[src/include/psut_map.svh]
// Register offsets, field positions, reset values and counts of the telemetry read-back block.
// Assumes inclusion by bare name from files under core/ and tb/.
`ifndef PSUT_MAP_SVH
`define PSUT_MAP_SVH

// ----------------------------------------------------------------
// Serial access
// ----------------------------------------------------------------
`define PSUT_SLAVE_ADDR   7'h18
`define PSUT_GENCALL      7'h00
`define PSUT_CMD_RDPTR    8'h80
`define PSUT_PTR_RST      8'h14
`define PSUT_BYTE_BITS    4'h8

// ----------------------------------------------------------------
// Register offsets
// ----------------------------------------------------------------
`define PSUT_OFF_INSTANT  8'h14
`define PSUT_OFF_MODE     8'h16
`define PSUT_OFF_ICUR     8'h18
`define PSUT_OFF_VAVG     8'h1a
`define PSUT_OFF_VDAC     8'h1c
`define PSUT_OFF_DOF      8'h1e
`define PSUT_OFF_ARLO     8'h20
`define PSUT_OFF_INTR     8'h22
`define PSUT_OFF_TON      8'h2a
`define PSUT_OFF_TOFF     8'h2c
`define PSUT_OFF_EOL      8'h2e

// ----------------------------------------------------------------
// Field positions and constants
// ----------------------------------------------------------------
`define PSUT_IB_INTEN     15
`define PSUT_IB_READY     14
`define PSUT_IB_DISCH     13
`define PSUT_IB_LSRDY     12
`define PSUT_IB_CVEN      10
`define PSUT_IB_OTP       9
`define PSUT_IB_V4        5
`define PSUT_IB_V10       4
`define PSUT_IB_ISSC      3
`define PSUT_IB_CCSC      2
`define PSUT_IB_UV        1
`define PSUT_IB_OV        0
`define PSUT_V4_NUM       17'h0001a
`define PSUT_V4_DEN       17'h00019
`define PSUT_V10_NUM      17'h0000b
`define PSUT_V10_DEN      17'h0000a
`define PSUT_DO_MASK      7'h57
`define PSUT_AR_LSB       9
`define PSUT_AR_CVO       5
`define PSUT_AR_VBUS      4
`define PSUT_LO_VBUS      5
`define PSUT_INT_W        9
`define PSUT_INT_MASK_LSB 9
`define PSUT_EOL_SIGN     3
`define PSUT_MODE_CC      3'h4
`define PSUT_MODE_CP      3'h2
`define PSUT_MODE_CV      3'h1
`define PSUT_SAMPLE_LAST  4'hf
`define PSUT_AVG_SHIFT    4

`endif

[src/include/psut_pkg.sv]
// Types shared by the telemetry read-back block.
// Assumes nothing of its surroundings.
package psut_pkg;

	// Serial slave states, one-hot.
	typedef enum logic [6:0]
	{
		PSUT_IDLE  = 7'h01,
		PSUT_ADDR  = 7'h02,
		PSUT_ACK_A = 7'h04,
		PSUT_WR    = 7'h08,
		PSUT_ACK_W = 7'h10,
		PSUT_RD    = 7'h20,
		PSUT_ACK_R = 7'h40
	} psut_i2c_e;

	// Whole state of the top module.
	typedef struct packed
	{
		logic        scl_m;
		logic        scl_q;
		logic        scl_p;
		logic        sda_m;
		logic        sda_q;
		logic        sda_p;
		psut_i2c_e   st;
		logic [3:0]  bitcnt;
		logic [7:0]  shreg;
		logic        rw;
		logic        first;
		logic        cmd_ptr;
		logic        hi;
		logic        nack;
		logic        sda_oe;
		logic [7:0]  ptr;
		logic [15:0] hold;
		logic        rd_done;
		logic [15:0] instant;
		logic [2:0]  mode;
		logic        ls_ready;
		logic [3:0]  prot_p;
	} psut_top_s;

endpackage

[src/include/psut_rec_if.sv]
// Carrier between the core and one sticky fault record.
// Assumes the core drives events and the clear, the record returns its bits.
`timescale 1ns/100ps
`default_nettype none

interface psut_rec_if #(parameter int W = 8);
	logic [W-1:0] set_evt;
	logic         clr;
	logic [W-1:0] bits;
	modport core (output set_evt, output clr, input bits);
	modport rec (input set_evt, input clr, output bits);
endinterface

`default_nettype wire

[src/core/psut_fault_rec.sv]
// Sticky record of fault causes, cleared by a completed host read.
// Assumes events and clear come from logic on clk_sys.
`timescale 1ns/100ps
`default_nettype none

module psut_fault_rec #(parameter int W = 8)
(
	// Clock and reset
	input  wire logic clk_sys,
	input  wire logic rst_b,
	// Record carrier
	psut_rec_if.rec   port
);
	typedef struct packed
	{
		logic [W-1:0] bits;
	} psut_rec_s;

	psut_rec_s r_reg;
	psut_rec_s r_next;

	generate
		if (W < 1 || W > 16)
		begin : g_chk
			$error("psut_fault_rec width out of range");
		end
	endgenerate

	// A new cause arriving with the clear survives it.
	always_comb
	begin
		r_next = r_reg;
		r_next.bits = (r_reg.bits & ~{W{port.clr}}) | port.set_evt;
	end

	always_ff @(posedge clk_sys)
	begin
		if (!rst_b)
		begin
			r_reg <= '0;
		end
		else
		begin
			r_reg <= r_next;
		end
	end

	assign port.bits = r_reg.bits;
endmodule

`default_nettype wire

[src/core/psut_avg16.sv]
// Accumulates blocks of sixteen samples and holds the last complete sum.
// Assumes sample and strobe come from logic on clk_sys.
`timescale 1ns/100ps
`default_nettype none
`include "psut_map.svh"

module psut_avg16 #(parameter int SW = 8)
(
	// Clock and reset
	input  wire logic          clk_sys,
	input  wire logic          rst_b,
	// Samples
	input  wire logic          smp_valid,
	input  wire logic [SW-1:0] smp,
	// Result
	output logic [SW+3:0]      sum,
	output logic               done
);
	typedef struct packed
	{
		logic [SW+3:0] acc;
		logic [3:0]    cnt;
		logic [SW+3:0] sum;
		logic          done;
	} psut_avg_s;

	psut_avg_s r_reg;
	psut_avg_s r_next;
	logic [SW+3:0] acc_add;

	generate
		if (SW < 1 || SW > 12)
		begin : g_chk
			$error("psut_avg16 sample width out of range");
		end
	endgenerate

	// The sum is only replaced when a full block is in, so readers never see a partial one.
	always_comb
	begin
		r_next = r_reg;
		r_next.done = 1'b0;
		acc_add = r_reg.acc + (SW+4)'(smp);
		if (smp_valid)
		begin
			r_next.cnt = r_reg.cnt + 4'h1;
			if (r_reg.cnt == `PSUT_SAMPLE_LAST)
			begin
				r_next.sum = acc_add;
				r_next.acc = '0;
				r_next.done = 1'b1;
			end
			else
			begin
				r_next.acc = acc_add;
			end
		end
	end

	always_ff @(posedge clk_sys)
	begin
		if (!rst_b)
		begin
			r_reg <= '0;
		end
		else
		begin
			r_reg <= r_next;
		end
	end

	assign sum = r_reg.sum;
	assign done = r_reg.done;
endmodule

`default_nettype wire

[src/core/psut_telemetry.sv]
// Telemetry read-back register set with its two-wire serial slave.
// Assumes status inputs, samples and events come from logic on clk_sys; scl and sda come from pins.
//
// Contract
// - Average current is the 16-sample mean in bits 7:0, upper byte zero.
// - Average voltage is the 16-sample mean in bits 11:0, top nibble zero.
// - Primary on-time word is the 12-bit sum of 16 samples, top nibble zero.
// - Rectifier on-time word is the full 16-bit sum of 16 samples.
// - Status bit 12 flags line-sense on-time reports ready to read.
// - Status bits 3, 2 and 9 show sense short, output short, over-temperature now.
// - Status bits 5, 4 comparators; flags for voltage above 1.04 and 1.1 set point.
// - Status bit 10 shows whether a new voltage set point is accepted.
// - Disable-output record: bits 6, 4, 2, 1, 0 hold its causes.
// - Auto-restart record: bits 14 down to 9 hold its causes.
// - Latch-off record: bits 6 down to 0 hold its causes.
// - Latch-off bit 7 marks a latch-off caused by the turn-off command.
// - Calibration word: offset magnitude in bits 2:0, sign in bit 3.
`timescale 1ns/100ps
`default_nettype none
`include "psut_map.svh"

module psut_telemetry
	import psut_pkg::*;
#(
	parameter logic [6:0] SLAVE_ADDR = `PSUT_SLAVE_ADDR
)
(
	// Clock and reset
	input  wire logic        clk_sys,
	input  wire logic        rst_b,
	// Serial pins
	input  wire logic        scl_in,
	input  wire logic        sda_in,
	output logic             sda_o,
	output logic             sda_oe,
	// Instantaneous conditions
	input  wire logic        int_enable,
	input  wire logic        sys_ready,
	input  wire logic        output_discharge_flag,
	input  wire logic        voltage_cmd_allowed,
	input  wire logic        otp_fault,
	input  wire logic        sense_pin_short,
	input  wire logic        output_short,
	input  wire logic        output_undervoltage,
	input  wire logic        output_overvoltage,
	input  wire logic [11:0] cv_setpoint,
	// Regulation mode
	input  wire logic        mode_cc,
	input  wire logic        mode_cp,
	// Samples
	input  wire logic        cur_valid,
	input  wire logic [7:0]  cur_sample,
	input  wire logic        volt_valid,
	input  wire logic [11:0] volt_sample,
	input  wire logic        ton_valid,
	input  wire logic [7:0]  ton_sample,
	input  wire logic        toff_valid,
	input  wire logic [11:0] toff_sample,
	// Other read-back values
	input  wire logic [15:0] vdac_value,
	input  wire logic [6:0]  int_mask,
	input  wire logic        eol_cal_sign,
	input  wire logic [2:0]  eol_cal_mag,
	// Fault events
	input  wire logic [6:0]  do_evt,
	input  wire logic [5:0]  ar_evt,
	input  wire logic [7:0]  lo_evt
);
	import psut_pkg::*;

	psut_top_s   r_reg;
	psut_top_s   r_next;
	logic [15:0] rd_word;
	logic        rise;
	logic        fall;
	logic        start;
	logic        stop;
	logic        v4_flag;
	logic        v10_flag;
	logic [2:0]  mode_next;
	logic [3:0]  prot_now;
	logic [11:0] cur_sum;
	logic [15:0] volt_sum;
	logic [11:0] ton_sum;
	logic [15:0] toff_sum;
	logic        ton_done;

	psut_rec_if #(.W(7))           do_if();
	psut_rec_if #(.W(14))          arlo_if();
	psut_rec_if #(.W(`PSUT_INT_W)) int_if();

	generate
		if (SLAVE_ADDR == `PSUT_GENCALL)
		begin : g_chk
			$error("psut_telemetry slave address must not be the general call");
		end
	endgenerate

	// True when a finished read of the given word should clear it.
	function automatic logic read_clears(input logic done, input logic [7:0] ptr, input logic [7:0] off);
		read_clears = done && (ptr == off);
	endfunction

	// ----------------------------------------------------------------
	// Sixteen-sample averages and sums
	// ----------------------------------------------------------------
	psut_avg16 #(.SW(8)) u_cur (.clk_sys(clk_sys), .rst_b(rst_b), .smp_valid(cur_valid),
		.smp(cur_sample), .sum(cur_sum), .done());
	psut_avg16 #(.SW(12)) u_volt (.clk_sys(clk_sys), .rst_b(rst_b), .smp_valid(volt_valid),
		.smp(volt_sample), .sum(volt_sum), .done());
	psut_avg16 #(.SW(8)) u_ton (.clk_sys(clk_sys), .rst_b(rst_b), .smp_valid(ton_valid),
		.smp(ton_sample), .sum(ton_sum), .done(ton_done));
	psut_avg16 #(.SW(12)) u_toff (.clk_sys(clk_sys), .rst_b(rst_b), .smp_valid(toff_valid),
		.smp(toff_sample), .sum(toff_sum), .done());

	// ----------------------------------------------------------------
	// Fault records, cleared when the host finishes reading them
	// ----------------------------------------------------------------
	psut_fault_rec #(.W(7))           u_do (.clk_sys(clk_sys), .rst_b(rst_b), .port(do_if.rec));
	psut_fault_rec #(.W(14))          u_arlo (.clk_sys(clk_sys), .rst_b(rst_b), .port(arlo_if.rec));
	psut_fault_rec #(.W(`PSUT_INT_W)) u_int (.clk_sys(clk_sys), .rst_b(rst_b), .port(int_if.rec));

	// Unused disable-output positions are masked so they always read zero.
	assign do_if.set_evt = do_evt & `PSUT_DO_MASK;
	assign do_if.clr = read_clears(r_reg.rd_done, r_reg.ptr, `PSUT_OFF_DOF);
	assign arlo_if.set_evt = {ar_evt, lo_evt};
	assign arlo_if.clr = read_clears(r_reg.rd_done, r_reg.ptr, `PSUT_OFF_ARLO);
	assign int_if.clr = read_clears(r_reg.rd_done, r_reg.ptr, `PSUT_OFF_INTR);

	// Interrupt sources: protection edges, fault records, readiness and mode changes.
	assign prot_now = {sense_pin_short, output_short, output_undervoltage, output_overvoltage};
	assign int_if.set_evt = {
		mode_next != r_reg.mode,
		ar_evt[`PSUT_AR_VBUS] | lo_evt[`PSUT_LO_VBUS],
		~sys_ready,
		|lo_evt,
		ar_evt[`PSUT_AR_CVO],
		prot_now & ~r_reg.prot_p};

	// ----------------------------------------------------------------
	// Instantaneous flags
	// ----------------------------------------------------------------
	// Products stay within 17 bits, so no ratio is rounded.
	assign v4_flag = (17'(volt_sample) * `PSUT_V4_DEN) > (17'(cv_setpoint) * `PSUT_V4_NUM);
	assign v10_flag = (17'(volt_sample) * `PSUT_V10_DEN) > (17'(cv_setpoint) * `PSUT_V10_NUM);

	// Only one mode flag may be active; current limit outranks power limit.
	assign mode_next = mode_cc ? `PSUT_MODE_CC : (mode_cp ? `PSUT_MODE_CP : `PSUT_MODE_CV);

	// ----------------------------------------------------------------
	// Read multiplexer
	// ----------------------------------------------------------------
	// Unmapped pointers read as zero.
	always_comb
	begin
		case (r_reg.ptr)
			`PSUT_OFF_INSTANT: rd_word = r_reg.instant;
			`PSUT_OFF_MODE:    rd_word = 16'(r_reg.mode);
			`PSUT_OFF_ICUR:    rd_word = 16'(cur_sum[11:`PSUT_AVG_SHIFT]);
			`PSUT_OFF_VAVG:    rd_word = 16'(volt_sum[15:`PSUT_AVG_SHIFT]);
			`PSUT_OFF_VDAC:    rd_word = vdac_value;
			`PSUT_OFF_DOF:     rd_word = 16'(do_if.bits);
			`PSUT_OFF_ARLO:    rd_word = 16'(arlo_if.bits[7:0]) | (16'(arlo_if.bits[13:8]) << `PSUT_AR_LSB);
			`PSUT_OFF_INTR:    rd_word = 16'(int_if.bits) | (16'(int_mask) << `PSUT_INT_MASK_LSB);
			`PSUT_OFF_TON:     rd_word = 16'(ton_sum);
			`PSUT_OFF_TOFF:    rd_word = toff_sum;
			`PSUT_OFF_EOL:     rd_word = 16'(eol_cal_mag) | (16'(eol_cal_sign) << `PSUT_EOL_SIGN);
			default:           rd_word = 16'h0000;
		endcase
	end

	// ----------------------------------------------------------------
	// Serial slave and register state
	// ----------------------------------------------------------------
	// Edges are judged from the second and third flops only; the first flop is a synchroniser.
	assign rise = r_reg.scl_q & ~r_reg.scl_p;
	assign fall = ~r_reg.scl_q & r_reg.scl_p;
	assign start = r_reg.scl_q & r_reg.scl_p & r_reg.sda_p & ~r_reg.sda_q;
	assign stop = r_reg.scl_q & r_reg.scl_p & ~r_reg.sda_p & r_reg.sda_q;

	always_comb
	begin
		r_next = r_reg;
		r_next.scl_m = scl_in;
		r_next.scl_q = r_reg.scl_m;
		r_next.scl_p = r_reg.scl_q;
		r_next.sda_m = sda_in;
		r_next.sda_q = r_reg.sda_m;
		r_next.sda_p = r_reg.sda_q;
		r_next.rd_done = 1'b0;
		r_next.mode = mode_next;
		r_next.prot_p = prot_now;
		// A block that completes in the clearing cycle still raises the flag.
		r_next.ls_ready = (r_reg.ls_ready & ~read_clears(r_reg.rd_done, r_reg.ptr, `PSUT_OFF_TON))
			| ton_done;
		r_next.instant = 16'h0000;
		r_next.instant[`PSUT_IB_INTEN] = int_enable;
		r_next.instant[`PSUT_IB_READY] = sys_ready;
		r_next.instant[`PSUT_IB_DISCH] = output_discharge_flag;
		r_next.instant[`PSUT_IB_LSRDY] = r_next.ls_ready;
		r_next.instant[`PSUT_IB_CVEN] = voltage_cmd_allowed;
		r_next.instant[`PSUT_IB_OTP] = otp_fault;
		r_next.instant[`PSUT_IB_V4] = v4_flag;
		r_next.instant[`PSUT_IB_V10] = v10_flag;
		r_next.instant[`PSUT_IB_ISSC] = sense_pin_short;
		r_next.instant[`PSUT_IB_CCSC] = output_short;
		r_next.instant[`PSUT_IB_UV] = output_undervoltage;
		r_next.instant[`PSUT_IB_OV] = output_overvoltage;
		if (start)
		begin
			r_next.st = PSUT_ADDR;
			r_next.bitcnt = 4'h0;
			r_next.sda_oe = 1'b0;
		end
		else if (stop)
		begin
			r_next.st = PSUT_IDLE;
			r_next.sda_oe = 1'b0;
		end
		else
		begin
			case (r_reg.st)
				PSUT_ADDR, PSUT_WR:
				begin
					if (rise)
					begin
						r_next.shreg = {r_reg.shreg[6:0], r_reg.sda_q};
						r_next.bitcnt = r_reg.bitcnt + 4'h1;
					end
					else if (fall && r_reg.bitcnt == `PSUT_BYTE_BITS)
					begin
						if (r_reg.st == PSUT_WR)
						begin
							r_next.sda_oe = 1'b1;
							r_next.st = PSUT_ACK_W;
							r_next.first = 1'b0;
							if (r_reg.first)
							begin
								r_next.cmd_ptr = (r_reg.shreg == `PSUT_CMD_RDPTR);
							end
							else if (r_reg.cmd_ptr)
							begin
								r_next.ptr = r_reg.shreg;
							end
						end
						else if (r_reg.shreg[7:1] == SLAVE_ADDR)
						begin
							r_next.rw = r_reg.shreg[0];
							r_next.sda_oe = 1'b1;
							r_next.st = PSUT_ACK_A;
						end
						else
						begin
							r_next.st = PSUT_IDLE;
						end
					end
				end
				PSUT_ACK_A:
				begin
					if (fall)
					begin
						r_next.bitcnt = 4'h0;
						if (r_reg.rw)
						begin
							r_next.shreg = rd_word[7:0];
							r_next.hold = rd_word;
							r_next.hi = 1'b1;
							r_next.sda_oe = ~rd_word[7];
							r_next.st = PSUT_RD;
						end
						else
						begin
							r_next.sda_oe = 1'b0;
							r_next.first = 1'b1;
							r_next.st = PSUT_WR;
						end
					end
				end
				PSUT_ACK_W:
				begin
					if (fall)
					begin
						r_next.sda_oe = 1'b0;
						r_next.bitcnt = 4'h0;
						r_next.st = PSUT_WR;
					end
				end
				PSUT_RD:
				begin
					if (rise)
					begin
						r_next.bitcnt = r_reg.bitcnt + 4'h1;
					end
					else if (fall)
					begin
						if (r_reg.bitcnt == `PSUT_BYTE_BITS)
						begin
							r_next.sda_oe = 1'b0;
							r_next.st = PSUT_ACK_R;
						end
						else
						begin
							r_next.shreg = {r_reg.shreg[6:0], 1'b0};
							r_next.sda_oe = ~r_reg.shreg[6];
						end
					end
				end
				PSUT_ACK_R:
				begin
					if (rise)
					begin
						r_next.nack = r_reg.sda_q;
					end
					else if (fall)
					begin
						r_next.bitcnt = 4'h0;
						r_next.rd_done = ~r_reg.hi;
						if (r_reg.nack)
						begin
							r_next.st = PSUT_IDLE;
						end
						else if (r_reg.hi)
						begin
							// The high byte comes from the held copy so a word never tears.
							r_next.shreg = r_reg.hold[15:8];
							r_next.sda_oe = ~r_reg.hold[15];
							r_next.hi = 1'b0;
							r_next.st = PSUT_RD;
						end
						else
						begin
							r_next.shreg = rd_word[7:0];
							r_next.hold = rd_word;
							r_next.hi = 1'b1;
							r_next.sda_oe = ~rd_word[7];
							r_next.st = PSUT_RD;
						end
					end
				end
				PSUT_IDLE:
				begin
					r_next.sda_oe = 1'b0;
				end
				default:
				begin
					r_next.st = PSUT_IDLE;
					r_next.sda_oe = 1'b0;
				end
			endcase
		end
	end

	// Idle pins are high, so the edge flops reset high to avoid a false start.
	always_ff @(posedge clk_sys)
	begin
		if (!rst_b)
		begin
			r_reg <= '0;
			r_reg.scl_m <= 1'b1;
			r_reg.scl_q <= 1'b1;
			r_reg.scl_p <= 1'b1;
			r_reg.sda_m <= 1'b1;
			r_reg.sda_q <= 1'b1;
			r_reg.sda_p <= 1'b1;
			r_reg.st <= PSUT_IDLE;
			r_reg.ptr <= `PSUT_PTR_RST;
			r_reg.mode <= `PSUT_MODE_CV;
		end
		else
		begin
			r_reg <= r_next;
		end
	end

	// Open-drain: the pin only ever pulls low.
	assign sda_o = 1'b0;
	assign sda_oe = r_reg.sda_oe;
endmodule

`default_nettype wire

[config.mk]
export PLATFORM = sky130hd
export DESIGN_NAME = psut_telemetry
export DESIGN_NICKNAME = d
export VERILOG_FILES = /design/src/include/psut_pkg.sv /design/src/include/psut_rec_if.sv /design/src/core/psut_fault_rec.sv /design/src/core/psut_avg16.sv /design/src/core/psut_telemetry.sv
export VERILOG_INCLUDE_DIRS = /design/src /design/src/include
export SDC_FILE = /design/constraint.sdc
export NUM_CORES = 1
export LEC_CHECK = 0
export ABC_AREA = 1
export BUFFER_PORTS_ARGS = -buffer_cell sky130_fd_sc_hd__buf_2
export CAP_MARGIN = 0
export CORE_UTILIZATION = 35
export DETAILED_ROUTE_END_ITERATION = 16
export PLACE_DENSITY = 0.51
export SYNTH_ARGS = -nofsm -noshare
export SYNTH_HDL_FRONTEND = slang
export SYNTH_SLANG_ARGS = --single-unit
[constraint.sdc]
create_clock -name clk_sys -period 4.85 [get_ports clk_sys]
set_clock_uncertainty 0.15 [all_clocks]
set_input_delay 0.97 -clock clk_sys [delete_from_list [all_inputs] [get_ports clk_sys]]
set_output_delay 0.97 -clock clk_sys [all_outputs]
set_load 0.01 [all_outputs]
### Word level (Yosys, flattened, before mapping)

Index checks and enable logic that the tools add are counted.

| storage, ports and cells | value |
|---|---|
| bits in registers | 239 |
| input bits | 119 |
| output and inout bits | 2 |
| logic and storage cells | 263 |

| cells by class | value |
|---|---|
| add/sub/neg operators | 9 |
| $mul | 4 |
| order comparisons | 2 |
| equality and inequality tests | 54 |
| mux-type cells | 80 |
| bitwise logic cells | 43 |
| reduce and logical (&&, ||, !) cells | 31 |

Operator list:

| cell | count |
|---|---|
| $pmux 16 s11 | 1 |
| $mux 16 | 6 |
| $mux 8 | 9 |
| $mux 19 | 3 |
| $mux 17 | 3 |
| $eq 8x5->1 const B | 6 |
| $mux 7 | 6 |
| $pmux 7 s6 | 1 |
| $eq 8x6->1 const B | 5 |
| $mux 12 | 3 |
| $ne 4x4->1 const B | 9 |
| $ne 2x2->1 const B | 17 |
| $add 16x12->16 | 2 |
| $mul 12x4->16 const B | 2 |
| $pmux 16 s2 | 1 |
| $pmux 8 s4 | 1 |
| $reduce_and 8->1 | 4 |
| $reduce_and 10->1 | 3 |
| $mux 1 | 28 |
| $add 12x8->12 | 2 |
| $add 4x1->4 const B | 5 |
| $eq 4x4->1 const B | 5 |
| $pmux 4 s5 | 1 |
| $not 1->1 | 19 |
| 51 further kinds | 81 |

### Depth between registers and ports, before layout

Gate-level depths: netlist of run 1.

| depth | value |
|---|---|
| word-level depth | 9 |
| depth in mapped cells | 21 |
| gate-level depth less buffers | 21 |

### Hierarchy

A second synthesis of run 1 with hierarchy kept.

| second synthesis, totals | value |
|---|---|
| cell total of the unflattened synthesis | 2668 |
| area total of the unflattened synthesis | 17867.1 sq um |

Modules (own cells, without submodules):

| module | times used | cells an instance | area an instance (sq um) | seq. area each (sq um) |
|---|---|---|---|---|
| psut_telemetry | 1 | 1308 | 8663.3 | 1261.2 |
| psut_avg16 (u_toff ...) | 2 | 367 | 2353.5 | 740.7 |
| psut_avg16 (u_ton) | 1 | 249 | 1747.9 | 580.6 |
| psut_avg16 (u_cur) | 1 | 249 | 1691.6 | 580.6 |
| psut_fault_rec (u_arlo) | 1 | 60 | 521.8 | 280.3 |
| psut_fault_rec (u_int) | 1 | 38 | 300.3 | 180.2 |
| psut_fault_rec (u_do) | 1 | 30 | 235.2 | 140.1 |

### Worst setup path before layout of run 1

OpenSTA, ideal clock, no wires.

| timing | value |
|---|---|
| path kind | input to register |
| start | input port volt_sample[4] |
| end | register r_reg[13] in the netlist's numbering |
| setup time | 0.129 ns |
| arrival | 4.039 ns |
| data required time | 4.571 ns |
| path slack | 0.533 ns |
| stages | 18 |
| path buffers | 0 |
| cells stage by stage | ha_1 ha_1 inv_1 fa_1 inv_1 ha_1 nand2_1 o21ai_0 nor2_1 o21ai_0 a31oi_1 xor2_1 ha_1 nand4_1 inv_1 nand4_1 o41ai_1 a21oi_1 |

| on the way | value |
|---|---|
| word-level cells in the longest chain between the ends | 2 |

Ends and longest elaborated chain:

| item | RTL line | text |
|---|---|---|
| from (decl) | psut_telemetry.sv:54 | `input wire logic [11:0] volt_sample,` |
| $mul 12x5->17 (no line) | n/a |  |
| $gt 17x17->1 | psut_telemetry.sv:144 | `` assign v4_flag = (17'(volt_sample) * `PSUT_V4_DEN) > (17'(cv_setpoint) * `PSUT_V4_NUM); `` |
| to (signal assigned) | psut_telemetry.sv:371 | `r_reg <= r_next;` |
| to (decl) | psut_telemetry.sv:71 | `psut_top_s r_reg;` |

Every way passes these cells.
A chain may end at the register's enable or synchronous reset.

### Worst setup path in the final report of run 1

Same ends and word-level chain as after synthesis.

==> metrics.csv, run 1 <==
metric,value,unit
outcome,"complete, no violations",
clock.fmax,235,MHz
io_pins,121,
clock-sinks,214,
dp.cells,3031,
synth_nets,2688,
yosysSeqAreaShare,26.7,%
maxCapViolCount,0,
endpoint_kind,flop,
core,45400,um2
layout.cells.non_filler,3078,
syn_inst,2350,
synth_top_area_cell,dfxtp_1,
cts_setup_buffers,0,
power.leakage,9.21,nW
layout-drive-gt1-share,8.84,%
utilization,40.1,%
tns,0,ps
fin_area,18200,um2
grt_pass1_wl,73100,um
final_common_cell,nand2_1,
clock_path_buffers,3,
synth_area,16100,um2
synth-main-ff-cell,dfxtp_1,
setup_viol,0,
fp.dieW,216,um
place_congestion,0.900,
rows,78,
totalPowerFinal,6.21,mW
grt_pass1_vias,14138,
root_buffer,clkbuf_16,
clk_latency,550,ps
startpoint_type,input pin,
cts_resized,0,
wl_per_cell,14.8,um
ir_drop,0.236,mV
crit_type,in -> reg,
holdWs,276,ps
final-seq-area,4280,um2
placed_area,17300,um2
largest_register_ffs,58,
area_growth,13.3,%
antenna_found_initial,2,
dr.pass1.iters,6,
synth-edff-count,0,
grt_max_degree,75,
max_slew.worst_pin.slew,936,ps
drt-initial-drc-count,971,
ys_seq_elements,214,
drv_slew,0,
numPortBuffers,117,
rsz0062_at_grt,no,
async_flop_share,0,%
min-delay-start,r_next[75],
ys_types,49,
die_h,216,um
fin_crit_sh,87.6,%
clk_pin_slew,70,ps
die-area,46800,um2
cts_made_buffers,26,
p_per_area,341,nW/um2
holdPathEnd,r_next[74],
hold_buffers,0,
rrSetupSlack,2130,ps
final_cell_mix,"498 x nand2_1, 364 x inv_1, 227 x nor2_1",
drc_errors,0,
path_max_fanout,6,
finalWirelength,45700,um
dr_total_vias,15050,
syn_area_per_cell,6.84,um2
multiInputGateArea,10100,um2
yosys.area.top_type_share,26.7,%
regToRegEndpoint,r_reg[55],
hold_depth,1,
relSlewSlack,37.4,%
hold_viol,0,
yosys-top-cells-area,"dfxtp_1 27%, ha_1 15%, nand2_1 12%, inv_1 8.5%, a21oi_1 6.9%",
dp_hpwl,36000,um
grt_use_total,19.3,%
finalWorstSetupSlack,603,ps
fill_cells,4873,
detail-route-antenna-nets,0,
period_needed,4250,ps
grt-ovfl-total,0,
min_path_type,reg -> reg,
nNetsFinal,2797,
r2r_cells,13,
reg2reg_from,r_reg[43],
initial_core_util,35.4,%
worstPathRequired,5120,ps
yosysWarnings,0,
dp_slack,27.9,ps
htreeDepth,1,
tritoncts,built,
vias_per_cell,4.89,
arrival,4520,ps
[report_power, final]
group	switching, mW	internal, mW	total, mW
sequential	0.0869	1.88	1.97
combinational	1.35	0.833	2.18
clock	0.795	1.26	2.06
[routing by layer]
layer / wire [um] / part of all wire, % / track usage [%] / vias to the layer above
li1: - / - / - / 7870
met2: 20000 / 44 / 31.1 / 267
met4: 774 / 1.7 / 3.62 / 0
met5: 0 / 0 / 0 / -
met3: 2180 / 4.8 / 2.98 / 49
met1: 22700 / 50 / 27.1 / 6864
[worst max path at each step]
stage / start / to / slack, ps / cells past startpoint
3_3_place_gp: volt_sample[4] / r_reg[13] / 20 / 22
6_report: volt_sample[4] / r_reg[13] / 600 / 22
4_1_cts: volt_sample[4] / r_reg[13] / 590 / 22
2_1_floorplan: volt_sample[4] / r_reg[13] / 530 / 18
5_1_grt: volt_sample[4] / r_reg[13] / 300 / 19
3_5_place_dp: volt_sample[4] / r_reg[13] / 30 / 22
[cells by family (layout without fill, tap and decap cells)]
kind of cell / after synthesis / in the layout / synth area share [%]
and+or+nand+nor: 970 / 970 / 25.7
AOI/OAI and AO/OA: 442 / 442 / 14.8
buffers and inverters: 428 / 555 / 10.2
adders and majority gates: 219 / 219 / 18.5
DFF: 214 / 214 / 26.7
xor gates and xnor gates: 76 / 76 / 4.14
other: 1 / 2 / 0.0233
[synthesized netlist by cell type (3+ instances only)]
| cell type | number |
|---|---|
| nor2_4 | 8 |
| a21boi_0 | 3 |
| o21bai_1 | 10 |
| inv_1 | 364 |
| clkinv_1 | 4 |
| nor3_1 | 31 |
| buf_4 | 3 |
| o22ai_1 | 10 |
| nand2_2 | 4 |
| inv_2 | 10 |
| dfxtp_1 | 214 |
| or2_2 | 8 |
| nand4_1 | 23 |
| clkbuf_1 | 32 |
| fa_1 | 30 |
| nand3_1 | 141 |
| o21ai_1 | 10 |
| a21o_1 | 11 |
| xor2_1 | 51 |
| a22oi_1 | 6 |
| o211ai_1 | 12 |
| xnor2_1 | 25 |
| o21ai_0 | 134 |
| o31ai_1 | 3 |
| a21oi_1 | 223 |
| a31oi_1 | 11 |
| nor2_1 | 227 |
| buf_2 | 11 |
| ha_1 | 189 |
| nor2_2 | 7 |
| nand3b_1 | 6 |
| a211oi_1 | 3 |
| nand2_1 | 498 |
| nor4_1 | 8 |
| nand2_4 | 4 |
[worst max-delay path: stages]
cell and delay [ps]:
buf_2 150, ha_1 300, ha_1 270, inv_1 50, fa_1 490, inv_1 40
ha_1 340, nand2_1 130, inv_1 50, nand2_1 60, nand2_1 40, nor2_1 140
o21ai_0 150, a21oi_1 190, xor2_1 160, inv_1 60, ha_1 270, nand4_1 100
inv_1 100, nand4_1 80, o41ai_1 260, a21oi_1 100
[final cells by class]
type,count,area share [%]
Sequential cell,214,23.5
Tap cell,600,4.12
Clock inverter,9,0.694
Multi-Input combinational cell,1708,55.7
Timing Repair Buffer,129,3.78
Antenna cell,1,0.0137
Clock buffer,37,4.25
Inverter,380,7.88
Note: power is estimated with default switching activity, not from simulation.
==> run 2, diff against run 1 <==
--- a/config.mk
+++ b/config.mk
@@ -8,10 +8,10 @@
 export LEC_CHECK = 0
 export ABC_AREA = 1
 export BUFFER_PORTS_ARGS = -buffer_cell sky130_fd_sc_hd__buf_2
-export CAP_MARGIN = 0
 export CORE_UTILIZATION = 35
 export DETAILED_ROUTE_END_ITERATION = 16
 export PLACE_DENSITY = 0.51
 export SYNTH_ARGS = -nofsm -noshare
 export SYNTH_HDL_FRONTEND = slang
+export SYNTH_HIERARCHICAL = 1
 export SYNTH_SLANG_ARGS = --single-unit
==> metrics.csv, run 2 <==
metric,value,unit,change
outcome,"complete, no violations",,unchanged
ir_drop,0.223,mV,was 0.236 mV
fp.dieW,225,um,was 216 um
fin_crit_sh,88.1,%,was 87.6%
root_buffer,clkbuf_16,,unchanged
cts_resized,0,,unchanged
yosysWarnings,6,,was 0
max_slew.worst_pin.slew,1140,ps,was 936 ps
diodes,0,,was 1
vias_per_cell,4.76,,was 4.89
dp_slack,16.2,ps,was 27.9 ps
p_sw,2.23,mW,about the same
endpoint_kind,flop,,unchanged
syn_inst,2620,,was 2350
power_frac_comb,34.0,%,was 35.1%
drv_slew,0,,unchanged
maxCapViolCount,0,,unchanged
finalWorstSetupSlack,575,ps,was 603 ps
crit_type,in -> reg,,unchanged
dr_total_vias,16032,,was 15.1k
cts_made_buffers,28,,was 26
tritoncts,built,,unchanged
sw_frac_of_total,36.1,%,was 35.9%
io_pins,121,,unchanged
final_common_cell,nand2_1,,unchanged
rows,81,,was 78
cp_cell_sequence,buf_2 -> ha_1 -> ha_1 -> inv_1 -> fa_1 -> inv_1 -> ha_1 -> nand2_1 -> nor3_1 -> nor2_1 -> o21ai_0 -> a31oi_1 -> xor2_1 -> ha_1 -> a21oi_1 -> nor2_1 -> a2111oi_0 -> a21oi_1,,was buf_2 -> ha_1 -> ha_1 -> inv_1 -> fa_1 -> inv_1 -> ha_1 -> nand2_1 -> inv_1 -> nand2_1 -> nand2_1 -> nor2_1 -> o21ai_0 -> a21oi_1 -> xor2_1 -> inv_1 -> ha_1 -> nand4_1 -> inv_1 -> nand4_1 -> o41ai_1 -> a21oi_1
power.leakage,10.0,nW,was 9.21 nW
grt_max_degree,37,,was 75
path_common_cell,ha_1,,was inv_1
drc_errors,0,,unchanged
area_growth,10.3,%,was 13.3%
met3_length,1640,um,was 2180 um
path_max_fanout,4,,was 6
synth_area,17500,um2,was 16100 um2
rsz0062_at_grt,no,,unchanged
tns,0,ps,unchanged
nNetsFinal,3025,,was 2797
p_clk_share,34.5,%,was 33.2%
crit_family,adder cells,,unchanged
clk_latency,580,ps,was 550 ps
die-area,50800,um2,was 46800 um2
hold_buffers,0,,unchanged
drt-initial-drc-count,807,,was 971
dr_wl_met2,22600,um,was 20000 um
wl_met1,22900,um,was 22700 um
clock.fmax,234,MHz,was 235 MHz
core,49100,um2,was 45400 um2
top_layer_used,met4,,unchanged
arrival,4550,ps,was 4520 ps
initial_core_util,35.6,%,was 35.4%
cpPeakStageDelay,500,ps,was 490 ps
antenna_found_initial,0,,was 2
clk_pin_slew,60,ps,was 70 ps
seqPwrFrac,31.5,%,was 31.7%
cpMaxStageDelayCell,fa_1,,unchanged
setup_viol,0,,unchanged
grt_pass1_vias,15423,,was 14.1k
min_path_type,reg -> reg,,unchanged
rrSetupSlack,2230,ps,was 2130 ps
internal_power,3.94,mW,was 3.98 mW
grt_use_total,19.2,%,was 19.3%
finalWirelength,48200,um,was 45700 um
layout-drive-gt1-share,10.8,%,was 8.84%
startpoint_type,input pin,,unchanged
p_per_area,320,nW/um2,was 341 nW/um2
cts_setup_buffers,0,,unchanged
clock_path_buffers,3,,unchanged
syn_area_per_cell,6.67,um2,was 6.84 um2
wl_per_cell,14.3,um,was 14.8 um
htreeDepth,1,,unchanged
detail-route-antenna-nets,0,,unchanged
dp_hpwl,38600,um,was 36000 um
die_h,225,um,was 216 um
final_cell_mix,"671 x nand2_1, 424 x inv_1, 245 x nor2_1",,"was 498 x nand2_1, 364 x inv_1, 227 x nor2_1"
largest_register_ffs,58,,unchanged
place_congestion,0.869,,was 0.900
clock-sinks,214,,unchanged
relSlewSlack,23.6,%,was 37.4%
numPortBuffers,117,,unchanged
holdWs,265,ps,was 276 ps
grt-ovfl-total,0,,unchanged
period_needed,4270,ps,was 4250 ps
dr.pass1.iters,8,,was 6
grt_pass1_wl,78600,um,was 73100 um
hold_viol,0,,unchanged
worstPathRequired,5120,ps,about the same
cp_num_buf_inv,3,,was 6
-- run 2: per-stage QoR --
step	instances	util [%]	power [mW]	instance area (um2)
final	3369	39.3	6.16	19300
after global routing	3369	39.3	6.63	19300
after CTS	3369	39.3	6.25	19300
after detailed placement	3320	37.3	4.09	18300
after global placement	3320	37.3	4.05	18300
after floorplan	2622	-	3.55	17500
-- run 2: path summary, 6_finish.rpt --
| path | startpoint | end | cells past startpoint |
|---|---|---|---|
| worst max-delay path | volt_sample[4] | r_reg[13] | 18 |
| worst min-delay path | r_next[75] | r_next[74] | 1 |
| worst max register to register | r_reg[43] | r_reg[58] | 12 |
| worst min register to register | r_next[75] | r_next[74] | 1 |
-- run 2: area by class of cell --
cell class / count / area [um2]
clock inverters: 9 / 126
clock buffers: 40 / 816
repair buffers: 128 / 668
flip-flops and latches: 214 / 4280
well taps: 664 / 831
inverters: 458 / 1730
fillers: 5323 / 29800
multi-input cells: 1856 / 10800
-- run 2: metal layers --
layer  vias to the layer above  GRT usage, %
met5                         -             0
met4                         0          4.63
met3                        56          2.24
met2                       235          33.6
met1                      7353          25.0
li1                       8388             -
-- run 2: power groups by stage --
stage               Sequential, mW  Combinational, mW  Clock (mW)
floorplan                     1.96               1.59           0
global placement              1.97               2.08           0
detailed placement            1.98               2.11           0
CTS                           1.94               2.12        2.19
global route                  1.95               2.43        2.25
finish                        1.94               2.10        2.13
